<file path="src/design/ppfs_params.svh">
`ifndef PPFS_PARAMS_SVH
`define PPFS_PARAMS_SVH
// register offsets on the plain register port
`define PPFS_OFF_TIMER_DIR 4'h0
`define PPFS_OFF_TIMER_DATA 4'h1
`define PPFS_OFF_ANALOG_DATA 4'h2
`define PPFS_OFF_OSC_DIR 4'h3
`define PPFS_OFF_OSC_DATA 4'h4
// widths and reset values
`define PPFS_TIMER_PINS 5
`define PPFS_ANALOG_PINS 4
`define PPFS_OSC_PINS 2
`define PPFS_RST_DIR 8'h00
`define PPFS_RST_DATA 8'h00
// analog channel selects {ch2,ch1,ch0}, {ch2,scan,ch1,ch0} and {ch2,scan,ch1}
`define PPFS_CH3_SEL 3'h3
`define PPFS_CH2_SEL_SINGLE 4'h2
`define PPFS_CH2_SEL_SCAN 3'h3
`endif

</file>
<file path="src/design/ppfs_pkg.sv">
`default_nettype none
package ppfs_pkg;
  // timer pin function after selection
  typedef enum logic [1:0] {
    PPFS_FN_GPIO = 2'b00,
    PPFS_FN_TIMER = 2'b01,
    PPFS_FN_PWM = 2'b10
  } ppfs_fn_e;
  typedef logic [7:0] ppfs_byte_t;
endpackage
`default_nettype wire

</file>
<file path="src/design/ppfs_sync.sv">
`include "ppfs_params.svh"
`default_nettype none
module ppfs_sync #(
  parameter int W = 1
) (
  // clock and reset
  input wire logic i_core_clk,
  input wire logic i_rst_n,
  // levels
  input wire logic [W-1:0] i_async,
  output logic [W-1:0] o_sync
);
  logic [W-1:0] meta;
  // two flops; only the second one is visible to the read path
  always_ff @(posedge i_core_clk or negedge i_rst_n) begin
    if (!i_rst_n) begin
      meta <= '0;
      o_sync <= '0;
    end else begin
      meta <= i_async;
      o_sync <= meta;
    end
  end
endmodule
`default_nettype wire

</file>
<file path="src/design/ppfs_port_pin_function_select.sv">
// Operation
// - pin d: pwm bit wins, io code 001/01x timer out, else gpio with capture
// - pin c: same selection with its own pwm bit, io field, direction
// - pin b: same selection using io field in lower io control register
// - pin a: no pwm; 001/01x timer out, else gpio feeding capture input
// - clock pin always feeds timer clock; direction 0 input, 1 output
// - analog port read returns four pin levels; upper bits reserved
// - analog port bit reads 0 when used as converter or compare input
// - pin 3 is channel 3 for select 011; compare upper when disable 0
// - pin 2 is channel 2 for 0010 or 011x; compare lower when disable 0
// - clock pin-mode settings beat osc port direction and data
// - osc direction bits: 1 output, 0 input, write-only, reset 0
// - osc data read: latch for outputs, pin level for inputs
// - osc data bits 1:0 stored, read/write, reset 0, drive outputs
// - pin 1: gpio when upper 0; clock out for 10; osc output for 11
// - pin 0: gpio when mode bit 0; oscillator input when 1
// - timer port direction: 1 output, 0 input, write-only, reset 0
// - timer port data read: latch or pin level; reserved bits read 0
//
// The address-and-strobe port and the address map were left to the implementer.
`include "ppfs_params.svh"
`default_nettype none
module ppfs_port_pin_function_select (
  // clock and reset
  input wire logic i_core_clk,
  input wire logic i_rst_n,
  // register port
  input wire logic [3:0] i_addr,
  input wire logic [7:0] i_wdata,
  input wire logic i_wr,
  input wire logic i_rd,
  output ppfs_pkg::ppfs_byte_t o_rdata,
  // timer settings: pwm enables {d,c,b}, io fields {d,c,b,a}
  input wire logic [2:0] i_pwm_enable,
  input wire logic [11:0] i_io_select,
  input wire logic [3:0] i_timer_out,
  input wire logic [2:0] i_pwm_out,
  // timer port pins {d,c,b,a,clk}
  input wire logic [4:0] i_timer_pin,
  output logic [4:0] o_timer_pin,
  output logic [4:0] o_timer_pin_oe,
  output logic [3:0] o_timer_capture,
  output logic o_timer_clock_in,
  // analog port
  input wire logic [3:0] i_analog_pin,
  input wire logic [3:0] i_channel_select,
  input wire logic i_comparison_input_disable,
  output logic [3:0] o_analog_in_use,
  output logic o_upper_comparison_input,
  output logic o_lower_comparison_input,
  // oscillator port
  input wire logic [1:0] i_clock_pin_mode,
  input wire logic i_system_clock,
  input wire logic i_osc_drive,
  input wire logic [1:0] i_osc_pin,
  output logic [1:0] o_osc_pin,
  output logic [1:0] o_osc_pin_oe,
  output logic o_oscillator_input_pin,
  output logic o_osc_amp_enable
);
  import ppfs_pkg::*;

  logic [4:0] timer_port_direction;
  logic [4:0] timer_port_data;
  logic [1:0] osc_port_direction;
  logic [1:0] osc_port_data;
  logic [4:0] timer_sync;
  logic [3:0] analog_sync;
  logic [1:0] osc_sync;
  logic [3:0] analog_use;
  logic [7:0] next_rdata;
  logic [4:0] next_timer_pin;
  logic [4:0] next_timer_oe;
  logic [1:0] next_osc_pin;
  logic [1:0] next_osc_oe;
  logic [3:0] pwm_pins;
  ppfs_fn_e fn_sel [4];

  // pwm sources per pin slot {d,c,b,a}; pin a has none, so a zero fills its slot
  assign pwm_pins = {i_pwm_out, 1'b0};

  // decode of one timer pin; io codes 001 and 01x give timer output
  function automatic ppfs_fn_e pin_fn(input logic pwm, input logic [2:0] io);
    if (pwm) begin
      return PPFS_FN_PWM;
    end else if (!io[2] && (io[1] || io[0])) begin
      return PPFS_FN_TIMER;
    end else begin
      return PPFS_FN_GPIO;
    end
  endfunction

  // pin levels pass two flops before any read or peripheral use
  ppfs_sync #(.W(11)) u_sync (
    .i_core_clk(i_core_clk),
    .i_rst_n(i_rst_n),
    .i_async({i_timer_pin, i_analog_pin, i_osc_pin}),
    .o_sync({timer_sync, analog_sync, osc_sync})
  );

  // direction registers are write-only and clear on reset
  always_ff @(posedge i_core_clk or negedge i_rst_n) begin
    if (!i_rst_n) begin
      timer_port_direction <= 5'h00;
      osc_port_direction <= 2'h0;
    end else if (i_wr) begin
      if (i_addr == `PPFS_OFF_TIMER_DIR) begin
        timer_port_direction <= i_wdata[4:0];
      end
      if (i_addr == `PPFS_OFF_OSC_DIR) begin
        osc_port_direction <= i_wdata[1:0];
      end
    end
  end

  // output latches
  always_ff @(posedge i_core_clk or negedge i_rst_n) begin
    if (!i_rst_n) begin
      timer_port_data <= 5'h00;
      osc_port_data <= 2'h0;
    end else if (i_wr) begin
      if (i_addr == `PPFS_OFF_TIMER_DATA) begin
        timer_port_data <= i_wdata[4:0];
      end
      if (i_addr == `PPFS_OFF_OSC_DATA) begin
        osc_port_data <= i_wdata[1:0];
      end
    end
  end

  // function of timer pins a..d; pin a has no pwm mode
  always_comb begin
    fn_sel[3] = pin_fn(i_pwm_enable[2], i_io_select[11:9]);
    fn_sel[2] = pin_fn(i_pwm_enable[1], i_io_select[8:6]);
    fn_sel[1] = pin_fn(i_pwm_enable[0], i_io_select[5:3]);
    fn_sel[0] = pin_fn(1'b0, i_io_select[2:0]);
  end

  // analog channel ownership; pins 1 and 0 are never marked in use
  always_comb begin
    analog_use = 4'h0;
    analog_use[3] = {i_channel_select[3], i_channel_select[1:0]} == `PPFS_CH3_SEL;
    analog_use[2] = (i_channel_select == `PPFS_CH2_SEL_SINGLE) ||
                    (i_channel_select[3:1] == `PPFS_CH2_SEL_SCAN);
  end

  // pin drive: gpio follows direction; timer and pwm drive regardless
  always_comb begin
    next_timer_pin = timer_port_data;
    next_timer_oe = timer_port_direction;
    for (int i = 0; i < 4; i++) begin
      if (fn_sel[i] == PPFS_FN_PWM) begin
        next_timer_oe[i+1] = 1'b1;
        next_timer_pin[i+1] = pwm_pins[i];
      end else if (fn_sel[i] == PPFS_FN_TIMER) begin
        next_timer_oe[i+1] = 1'b1;
        next_timer_pin[i+1] = i_timer_out[i];
      end
    end
  end

  // oscillator port: pin-mode bits take precedence over gpio settings
  always_comb begin
    next_osc_pin = osc_port_data;
    next_osc_oe = osc_port_direction;
    if (i_clock_pin_mode[1]) begin
      next_osc_oe[1] = 1'b1;
      next_osc_pin[1] = i_clock_pin_mode[0] ? i_osc_drive : i_system_clock;
    end
    if (i_clock_pin_mode[0]) begin
      next_osc_oe[0] = 1'b0;
      next_osc_pin[0] = 1'b0;
    end
  end

  // pin outputs registered so the top drives only from flops
  always_ff @(posedge i_core_clk or negedge i_rst_n) begin
    if (!i_rst_n) begin
      o_timer_pin <= 5'h00;
      o_timer_pin_oe <= 5'h00;
      o_osc_pin <= 2'h0;
      o_osc_pin_oe <= 2'h0;
    end else begin
      o_timer_pin <= next_timer_pin;
      o_timer_pin_oe <= next_timer_oe;
      o_osc_pin <= next_osc_pin;
      o_osc_pin_oe <= next_osc_oe;
    end
  end

  // timer capture and clock inputs stay connected whatever the pin function
  always_ff @(posedge i_core_clk or negedge i_rst_n) begin
    if (!i_rst_n) begin
      o_timer_capture <= 4'h0;
      o_timer_clock_in <= 1'b0;
      o_analog_in_use <= 4'h0;
      o_upper_comparison_input <= 1'b0;
      o_lower_comparison_input <= 1'b0;
      o_oscillator_input_pin <= 1'b0;
      o_osc_amp_enable <= 1'b0;
    end else begin
      o_timer_capture <= timer_sync[4:1];
      o_timer_clock_in <= timer_sync[0];
      o_analog_in_use <= analog_use;
      o_upper_comparison_input <= !i_comparison_input_disable && analog_sync[3];
      o_lower_comparison_input <= !i_comparison_input_disable && analog_sync[2];
      o_oscillator_input_pin <= i_clock_pin_mode[0] && osc_sync[0];
      o_osc_amp_enable <= i_clock_pin_mode[1] && i_clock_pin_mode[0];
    end
  end

  // read mux; latch for outputs, synchronised level for inputs
  always_comb begin
    next_rdata = 8'h00;
    unique case (i_addr)
      `PPFS_OFF_TIMER_DATA: begin
        next_rdata[4:0] = (timer_port_data & timer_port_direction) |
                          (timer_sync & ~timer_port_direction);
      end
      `PPFS_OFF_ANALOG_DATA: begin
        // bits in analog or compare use read zero
        next_rdata[3:0] = analog_sync & ~analog_use &
                          ~{~i_comparison_input_disable, ~i_comparison_input_disable,
                            2'b00};
      end
      `PPFS_OFF_OSC_DATA: begin
        next_rdata[1:0] = (osc_port_data & osc_port_direction) |
                          (osc_sync & ~osc_port_direction);
      end
      default: begin
        next_rdata = 8'h00;
      end
    endcase
  end

  // read data stands in the cycle after the strobe only
  always_ff @(posedge i_core_clk or negedge i_rst_n) begin
    if (!i_rst_n) begin
      o_rdata <= 8'h00;
    end else begin
      o_rdata <= i_rd ? next_rdata : 8'h00;
    end
  end

  // timer pin selection; pwm and timer functions own the pin one cycle later
  AST_PWM_DRIVES: assert property (@(posedge i_core_clk) disable iff (!i_rst_n)
    i_pwm_enable[2] |=> o_timer_pin_oe[4]) else $error("pwm pin d not driven");
  AST_PWM_D_DATA: assert property (@(posedge i_core_clk) disable iff (!i_rst_n)
    i_pwm_enable[2] |=> o_timer_pin[4] == $past(i_pwm_out[2]))
    else $error("pwm pin d data wrong");
  AST_PIN_C_TIMER: assert property (@(posedge i_core_clk) disable iff (!i_rst_n)
    (!i_pwm_enable[1] && i_io_select[8:6] == 3'h1) |=> o_timer_pin_oe[3])
    else $error("pin c timer output not driven");
  AST_PIN_C_PWM: assert property (@(posedge i_core_clk) disable iff (!i_rst_n)
    i_pwm_enable[1] |=> o_timer_pin_oe[3] && o_timer_pin[3] == $past(i_pwm_out[1]))
    else $error("pwm pin c wrong");
  AST_PIN_B_GPIO: assert property (@(posedge i_core_clk) disable iff (!i_rst_n)
    (!i_pwm_enable[0] && i_io_select[5]) |=> o_timer_pin_oe[2] == $past(timer_port_direction[2]))
    else $error("pin b gpio direction wrong");
  AST_PIN_B_PWM: assert property (@(posedge i_core_clk) disable iff (!i_rst_n)
    i_pwm_enable[0] |=> o_timer_pin_oe[2] && o_timer_pin[2] == $past(i_pwm_out[0]))
    else $error("pwm pin b wrong");
  AST_PIN_A_TIMER: assert property (@(posedge i_core_clk) disable iff (!i_rst_n)
    (i_io_select[2:1] == 2'b01) |=> o_timer_pin[1] == $past(i_timer_out[0]))
    else $error("pin a timer data wrong");
  AST_PIN_A_GPIO: assert property (@(posedge i_core_clk) disable iff (!i_rst_n)
    i_io_select[2] |=> o_timer_pin_oe[1] == $past(timer_port_direction[1]))
    else $error("pin a gpio direction wrong");
  AST_CLOCK_PIN_DIR: assert property (@(posedge i_core_clk) disable iff (!i_rst_n)
    1'b1 |=> o_timer_pin_oe[0] == $past(timer_port_direction[0]))
    else $error("clock pin direction wrong");
  AST_CLOCK_FEED: assert property (@(posedge i_core_clk) disable iff (!i_rst_n)
    1'b1 |=> o_timer_clock_in == $past(timer_sync[0]))
    else $error("timer clock input not fed");

  // analog port reads; pins in converter or compare use read zero
  AST_ANALOG_ZERO: assert property (@(posedge i_core_clk) disable iff (!i_rst_n)
    (i_rd && i_addr == `PPFS_OFF_ANALOG_DATA && !i_comparison_input_disable) |=>
    o_rdata[3:2] == 2'b00) else $error("compare pins not read as zero");
  AST_ANALOG_UPPER: assert property (@(posedge i_core_clk) disable iff (!i_rst_n)
    (i_rd && i_addr == `PPFS_OFF_ANALOG_DATA) |=> o_rdata[7:4] == 4'h0)
    else $error("reserved bits nonzero");
  AST_ANALOG_LOW: assert property (@(posedge i_core_clk) disable iff (!i_rst_n)
    (i_rd && i_addr == `PPFS_OFF_ANALOG_DATA) |=> o_rdata[1:0] == $past(analog_sync[1:0]))
    else $error("analog pin level read wrong");
  AST_CH3_ZERO: assert property (@(posedge i_core_clk) disable iff (!i_rst_n)
    (i_rd && i_addr == `PPFS_OFF_ANALOG_DATA && analog_use[3]) |=> !o_rdata[3])
    else $error("channel 3 pin not read as zero");
  AST_CH2_ZERO: assert property (@(posedge i_core_clk) disable iff (!i_rst_n)
    (i_rd && i_addr == `PPFS_OFF_ANALOG_DATA && analog_use[2]) |=> !o_rdata[2])
    else $error("channel 2 pin not read as zero");
  AST_UPPER_CMP: assert property (@(posedge i_core_clk) disable iff (!i_rst_n)
    i_comparison_input_disable |=> !o_upper_comparison_input)
    else $error("upper compare fed while disabled");
  AST_LOWER_CMP: assert property (@(posedge i_core_clk) disable iff (!i_rst_n)
    i_comparison_input_disable |=> !o_lower_comparison_input)
    else $error("lower compare fed while disabled");

  // oscillator port; pin-mode bits beat the gpio registers
  AST_OSC_MODE: assert property (@(posedge i_core_clk) disable iff (!i_rst_n)
    i_clock_pin_mode[0] |=> !o_osc_pin_oe[0]) else $error("osc input driven");
  AST_OSC_GPIO_DIR: assert property (@(posedge i_core_clk) disable iff (!i_rst_n)
    !i_clock_pin_mode[1] |=> o_osc_pin_oe[1] == $past(osc_port_direction[1]))
    else $error("osc pin 1 gpio direction wrong");
  AST_SYSTEM_CLOCK_OUTPUT: assert property (@(posedge i_core_clk) disable iff (!i_rst_n)
    (i_clock_pin_mode == 2'b10) |=> o_osc_pin_oe[1] && o_osc_pin[1] == $past(i_system_clock))
    else $error("clock output wrong");
  AST_OSCILLATOR_OUTPUT_PIN_DRIVE: assert property (@(posedge i_core_clk) disable iff (!i_rst_n)
    (i_clock_pin_mode == 2'b11) |=> o_osc_pin_oe[1] && o_osc_pin[1] == $past(i_osc_drive))
    else $error("oscillator output wrong");
  AST_OSC_DATA_DRIVE: assert property (@(posedge i_core_clk) disable iff (!i_rst_n)
    !i_clock_pin_mode[0] |=> o_osc_pin[0] == $past(osc_port_data[0]))
    else $error("osc pin 0 data wrong");
  AST_OSC_READ: assert property (@(posedge i_core_clk) disable iff (!i_rst_n)
    (i_rd && i_addr == `PPFS_OFF_OSC_DATA && osc_port_direction[1]) |=>
    o_rdata[1] == $past(osc_port_data[1])) else $error("osc latch read wrong");
  AST_OSC_READ_PIN: assert property (@(posedge i_core_clk) disable iff (!i_rst_n)
    (i_rd && i_addr == `PPFS_OFF_OSC_DATA && !osc_port_direction[0]) |=>
    o_rdata[0] == $past(osc_sync[0])) else $error("osc pin level read wrong");
  AST_OSC_DIR_ZERO: assert property (@(posedge i_core_clk) disable iff (!i_rst_n)
    (i_rd && i_addr == `PPFS_OFF_OSC_DIR) |=> o_rdata == 8'h00)
    else $error("write-only osc direction read nonzero");

  // timer port register reads
  AST_TIMER_RESERVED: assert property (@(posedge i_core_clk) disable iff (!i_rst_n)
    (i_rd && i_addr == `PPFS_OFF_TIMER_DATA) |=> o_rdata[7:5] == 3'h0)
    else $error("timer reserved bits nonzero");
  AST_TIMER_READ_LATCH: assert property (@(posedge i_core_clk) disable iff (!i_rst_n)
    (i_rd && i_addr == `PPFS_OFF_TIMER_DATA && timer_port_direction[4]) |=>
    o_rdata[4] == $past(timer_port_data[4])) else $error("timer latch read wrong");
  AST_TIMER_READ_PIN: assert property (@(posedge i_core_clk) disable iff (!i_rst_n)
    (i_rd && i_addr == `PPFS_OFF_TIMER_DATA && !timer_port_direction[1]) |=>
    o_rdata[1] == $past(timer_sync[1])) else $error("timer pin level read wrong");
  AST_TIMER_DIR_ZERO: assert property (@(posedge i_core_clk) disable iff (!i_rst_n)
    (i_rd && i_addr == `PPFS_OFF_TIMER_DIR) |=> o_rdata == 8'h00)
    else $error("write-only timer direction read nonzero");

  // main scenarios reached
  COV_PWM: cover property (@(posedge i_core_clk) i_pwm_enable[2] ##1 o_timer_pin_oe[4]);
  COV_OSC_RD: cover property (@(posedge i_core_clk) i_rd && i_addr == `PPFS_OFF_OSC_DATA);
  COV_SYSTEM_CLOCK_OUTPUT: cover property (@(posedge i_core_clk) i_clock_pin_mode == 2'b10);
  COV_CH3: cover property (@(posedge i_core_clk) analog_use[3] && !i_comparison_input_disable);
  COV_OSCILLATOR_OUTPUT_PIN: cover property (@(posedge i_core_clk) i_clock_pin_mode == 2'b11);
endmodule
`default_nettype wire

</file>
<file path="config.mk">
export PLATFORM = sky130hd
export DESIGN_NAME = ppfs_port_pin_function_select
export DESIGN_NICKNAME = d
export VERILOG_FILES = /design/src/design/ppfs_pkg.sv /design/src/design/ppfs_sync.sv /design/src/design/ppfs_port_pin_function_select.sv
export VERILOG_INCLUDE_DIRS = /design/src /design/src/design
export SDC_FILE = /design/constraint.sdc
export NUM_CORES = 1
export LEC_CHECK = 0
export ABC_AREA = 1
export BUFFER_PORTS_ARGS = -buffer_cell sky130_fd_sc_hd__buf_2
export CAP_MARGIN = 10
export CORE_MARGIN = 2
export CORE_UTILIZATION = 25
export DETAILED_ROUTE_END_ITERATION = 10
export GPL_ROUTABILITY_DRIVEN = 0
export GPL_TIMING_DRIVEN = 0
export SLEW_MARGIN = 0
export SYNTH_ARGS = -nofsm -noshare
export SYNTH_HDL_FRONTEND = slang
export SYNTH_SLANG_ARGS = --single-unit
</file>
<file path="constraint.sdc">
create_clock -name i_core_clk -period 0.87 [get_ports i_core_clk]
set_input_delay 0.0435 -clock i_core_clk [delete_from_list [all_inputs] [get_ports i_core_clk]]
set_output_delay 0.0435 -clock i_core_clk [all_outputs]
set_load 0.05 [all_outputs]
</file>
* After elaboration in Yosys (flattened, before gate mapping) *
Cells that the tools add are included.

word-level totals
  register bits after elaboration = 66
  output and inout bits = 35
  RAM bits = 0
  input bits = 58
  memories kept = 0
  ROM bits = 0
  word-level logic and storage cells = 101
  bits in latches = 0

cells by class
  reduce and logical (&&, ||, !) cells = 23
  shifts and indexed selects = 0
  order comparisons = 0
  equal/unequal tests = 15
  add/sub/neg operators = 0
  div/mod/pow operators = 0
  bitwise gates (word level) = 13
  multiplexer cells = 32
  $mul = 0

operator list
  kind                                                              count
  1-bit 2-to-1 mux                                                  26
  4-bit by 2-bit == test with 1-bit output (second input constant)  3
  5-bit bitwise AND                                                 2
  4-bit bitwise AND                                                 2
  2-bit by 1-bit == test with 1-bit output (second input constant)  4
  2-bit == test (second input constant)                             4
  1-bit logical AND                                                 8
  4-bit NOT                                                         2
  2-bit AND reduction                                               4
  3-bit by 2-bit == test with 1-bit output (second input constant)  2
  2-bit 2-to-1 mux                                                  3
  2-bit case mux with 3 select lines                                1
  1-bit logical NOT                                                 5
  1-bit logical OR                                                  5
  5-bit 2-to-1 mux                                                  1
  5-bit NOT                                                         1
  5-bit OR                                                          1
  2-bit bitwise AND                                                 2
  4-bit by 1-bit == test with 1-bit output (second input constant)  1
  4-bit by 3-bit == test with 1-bit output (second input constant)  1
  4-bit logical NOT                                                 1
  2-bit case mux with 2 select lines                                1
  2-bit NOT                                                         1
  2-bit OR                                                          1
  1-bit NOT                                                         1

* Logic depth before layout (Yosys ltp) *
  depth in word-level cells = 7
  depth in mapped cells = 7
  depth with buffers taken out = 7

* Cells and area by module *
Synthesis repeated with hierarchy kept, for this count alone.

second synthesis, totals
  cell total of the unflattened synthesis = 225
  area, all modules = 2438.6 µm²

by module, submodules not included
  module                         area an instance (µm²)  times used  sequential area each (µm²)  cells an instance
  ppfs_port_pin_function_select  1888.1                  1           1101.1                      203
  ppfs_sync                      550.5                   1           550.5                       22

* Worst setup path before layout *
No wires, ideal clock.

  path type = reg-to-reg
  start point = register u_sync.o_sync[8]
  end point = register o_rdata[2]
  path slack = -21 ps
  clock period less this slack = 891 ps
  library setup time = 125 ps
  arrival = 766 ps
  path buffers = 0
  stages on the path, launching flop included = 4
  data required time = 745 ps
  cells stage by stage = dfrtp_1 > or2_2 > o2111ai_1 > nand2_1

between the ends
  word-level cells in the longest chain between the ends = 4

ends and longest elaborated chain
  element                             line                                  RTL
  start, declared                     ppfs_sync.sv:11                       output logic [W-1:0] o_sync
  start signal, assigned              ppfs_sync.sv:21                       o_sync <= meta;
  5-bit bitwise AND                   ppfs_port_pin_function_select.sv:218  (timer_sync & ~timer_port_direction);
  5-bit OR                            ppfs_port_pin_function_select.sv:217  next_rdata[4:0] = (timer_port_data & timer_port_direction) |
  2-bit case mux with 2 select lines  ppfs_port_pin_function_select.sv:215  unique case (i_addr)
  5-bit 2-to-1 mux                    ppfs_port_pin_function_select.sv:241  o_rdata <= i_rd ? next_rdata : 8'h00;
  end signal, assigned                ppfs_port_pin_function_select.sv:241
  end, declared                       ppfs_port_pin_function_select.sv:32   output ppfs_pkg::ppfs_byte_t o_rdata,

No other way between the ends.
A chain may end at the register's enable or synchronous reset.

* Worst setup path after layout *
  start point = register o_timer_pin[4]
  end point = output port o_timer_pin[4]

RTL lines
  element                 line                                  RTL
  start, declared         ppfs_port_pin_function_select.sv:40   output logic [4:0] o_timer_pin,
  start signal, assigned  ppfs_port_pin_function_select.sv:184  o_timer_pin <= next_timer_pin;

No word-level cell between the ends.

==> run_results.csv <==
group,metric,value,unit
clock_network,cts_tree,"done",
final_layout,ff_latch_area,0.00165,mm2
global_route,gr-total-overflow,0,
worst_setup_path,critPathMaxFanout,1,
detailed_routing,post_drt_via_cell_ratio,3.79,
placement,place_area,0.00305,mm2
timing,hold_viol_final,66,
timing,setup_violations,33,
yosys,synth_edf_count,0,
status,violations,"negative hold slack, negative setup slack",
yosys,yosysWarningCount,0,
placement,portBuffers,84,
timing,fmax,1070,MHz
die,die_w,103,um
yosys,postSynthCellCount,225,
global_route,met1_usage,12.8,%
global_route,busiest_layer,"met2",
timing,slew_viol_final,0,
yosys,synthFlopType,"dfrtp_1",
die,ios,93,
clock_network,clk_latency,340,ps
global_route,grt_pass1_vias,2008,
final_layout,stdcell_area,0.00386,mm2
timing,tightest_slew,806,ps
detailed_routing,wirelength,5740,um
detailed_routing,route.vias.total,1913,
worst_setup_path,critPathSlowestCell,"dfrtp_1",
yosys,synthArstFlopShare,100,%
yosys,ys_top_cells_by_area,"dfrtp_1 (68%), nand2_1 (7.7%), inv_1 (4.9%), nand3_1 (3.3%), nor2_1 (2.5%)",
final_layout,area_delta_synth_final,58.4,%
yosys,yosys-top-cells-count,"dfrtp_1 (66), nand2_1 (50), inv_1 (32)",
final_layout,drive_gt1_share,36.6,%
worst_setup_path,reg2reg_to,"o_rdata[0]$_DFF_PN0_",
timing,finalCritPeriodShare,107,%
die,die_h,103,um
global_route,gr-usage-met3,3.93,%
worst_setup_path,crit_required,830,ps
die,initial_core_util,25.3,%
worst_setup_path,cp.arrival,890,ps
detailed_routing,drt_first_pass_iters,4,
min_path,hold_class,"primary input to async pin",
placement,dp_hpwl,3580,um
timing,tns,-1350,ps
worst_setup_path,reg2reg_depth,6,
global_route,grt_max_degree,67,
power,p_leak,1.98,nW
die,core,0.00964,mm2
die,num_rows,36,
timing,setup_slack,-63.9,ps
yosys,ys_seq_area_share,67.7,%
worst_setup_path,path_cells,"buf_6",
final_layout,multi_input_area,672,um2
power,power.density,1910,mW/mm2
timing,fin_skew,5.17,ps
clock_network,cts.hold.buffers_added,41,
status,outcome,"finished with violations",
worst_setup_path,slowest_delay,390,ps
timing,rsz0062_at_grt,"yes",
detailed_routing,drc,0,
worst_setup_path,criticalPathCategory,"flip-flop to output port",
yosys,syn_area_per_cell,10.8,um2
timing,relSlewSlack,46.2,%
yosys,synth_seq_cells,66,
yosys,yosysUniqueCellTypes,26,
clock_network,clk_path_buf_depth,2,
detailed_routing,drt_iter0_drc,43,
global_route,antenna_found_initial,0,
clock_network,clk_pin_slew,80,ps
timing,holdWs,-206,ps
final_layout,post-route-util,40.1,%
yosys,yosysTopAreaCellShare,67.7,%
worst_setup_path,reg2reg_slack,-30,ps
yosys,netlist_area,0.00244,mm2
clock_network,cts_made_buffers,9,
final_layout,nFillCells,973,
clock_network,htree_levels,3,
worst_setup_path,critical_path.top_delay_family,"flip-flops",
worst_setup_path,cp-start-kind,"flip-flop",
timing,period_minus_slack,934,ps
yosys,synth_most_common_cell,"dfrtp_1",
global_route,grt_first_pass_wirelength,8930,um
placement,dp_worst_setup_slack,-154,ps
final_layout,antenna_cells,0,
global_route,grt_use_total,11.5,%
worst_setup_path,reg2reg_from,"timer_port_data[0]$_DFFE_PN0P_",
detailed_routing,post_drt_wl_per_cell,11.4,um
job,cap_violations,0,
clock_network,cts_root_buffer,"clkbuf_8",
detailed_routing,postRouteAntennaNets,0,
worst_setup_path,end_kind,"output port",
clock_network,cts.sinks,66,
die,die_area,0.0106,mm2
final_layout,nets,425,
worst_setup_path,cp_num_buf_inv,1,
global_route,gr-usage-met2,19.2,%
power,ir_drop,594,uV
yosys,yosysTopAreaCell,"dfrtp_1",
## cell type report
cell class,instances,share of cell area [%]
clock inverter,7,1.20
inverter,34,3.30
tap,133,4.31
clock buffer,9,3.21
multi-input combinational,124,17.4
timing repair buffer,127,26.9
sequential,66,42.7
buffer,5,0.972
## worst max-delay path by stage
stage | start | endpoint | slack (ps) | cells past startpoint
CTS | o_timer_pin[0]$_DFF_PN0_ | o_timer_pin[0] | -90 | 1
detailed placement | i_addr[3] | o_rdata[3]$_DFF_PN0_ | -150 | 6
global route | timer_port_direction[1]$_DFFE_PN0P_ | o_rdata[1]$_DFF_PN0_ | -130 | 7
floorplan | u_sync.o_sync[8]$_DFF_PN0_ | o_rdata[2]$_DFF_PN0_ | 10 | 3
global placement | i_rst_n | u_sync.meta[6]$_DFF_PN0_ | -510 | 1
finish | o_timer_pin[4]$_DFF_PN0_ | o_timer_pin[4] | -60 | 1
## per-layer routing
| layer | share of wire (%) | vias to the layer above |
|---|---|---|
| li1 | - | 975 |
| met1 | 41 | 866 |
| met2 | 51 | 59 |
| met3 | 6.0 | 13 |
| met4 | 2.1 | 0 |
| met5 | 0 | - |
## power breakdown
group | switching, mW | total, mW | leakage, nW | internal [mW]
clock | 1.19 | 2.21 | 0.0810 | 1.02
sequential | 0.187 | 3.56 | 0.805 | 3.38
combinational | 0.946 | 1.61 | 1.10 | 0.666
## kinds of logic (layout without fill, tap and decap cells)
logic type,after synthesis,in the layout,share of synthesized area [%]
buffers and inverters,39,182,6.77
DFF,66,66,67.7
other,1,5,0.154
and+or+nand+nor,96,96,19.1
AOI/OAI and AO/OA,23,23,6.21
## stage by stage
step / cells / power (mW)
finish: 505 / 7.38
global route: 505 / 7.81
CTS: 505 / 7.48
detailed placement: 446 / 4.87
global placement: 446 / 4.84
floorplan: 229 / 4.44
## registers in the layout (all words and copies together), names as in the netlist
register	cells
o_timer_clock_in	1
o_upper_comparison_input	1
osc_port_data	2
o_timer_pin_oe	5
o_timer_capture	4
timer_port_data	5
timer_port_direction	5
o_osc_pin	2
o_osc_pin_oe	2
o_osc_amp_enable	1
o_timer_pin	5
o_oscillator_input_pin	1
o_rdata	5
o_analog_in_use	2
osc_port_direction	2
u_sync.o_sync	11
o_lower_comparison_input	1
u_sync.meta	11
## timing repair
action	in CTS	in global routing
endpoints found under the setup margin	34	36
pin swaps	5	3
resized for setup	65	7
hold endpoints to repair	107	66
setup buffers	2	0
## placed cells by master (no fill, tap or decap), types with 8 or more instances in the layout
cell / synthesis / final
nand2_1: 50 / 50
nand3_1: 16 / 13
inv_1: 32 / 31
dlygate4sd3_1: 0 / 41
nor2_1: 16 / 13
clkbuf_8: 0 / 9
o21ai_1: 7 / 8
buf_6: 0 / 30
buf_4: 5 / 9
buf_2: 0 / 52
dfrtp_1: 66 / 66
Power figures use the tool's default switching activity.
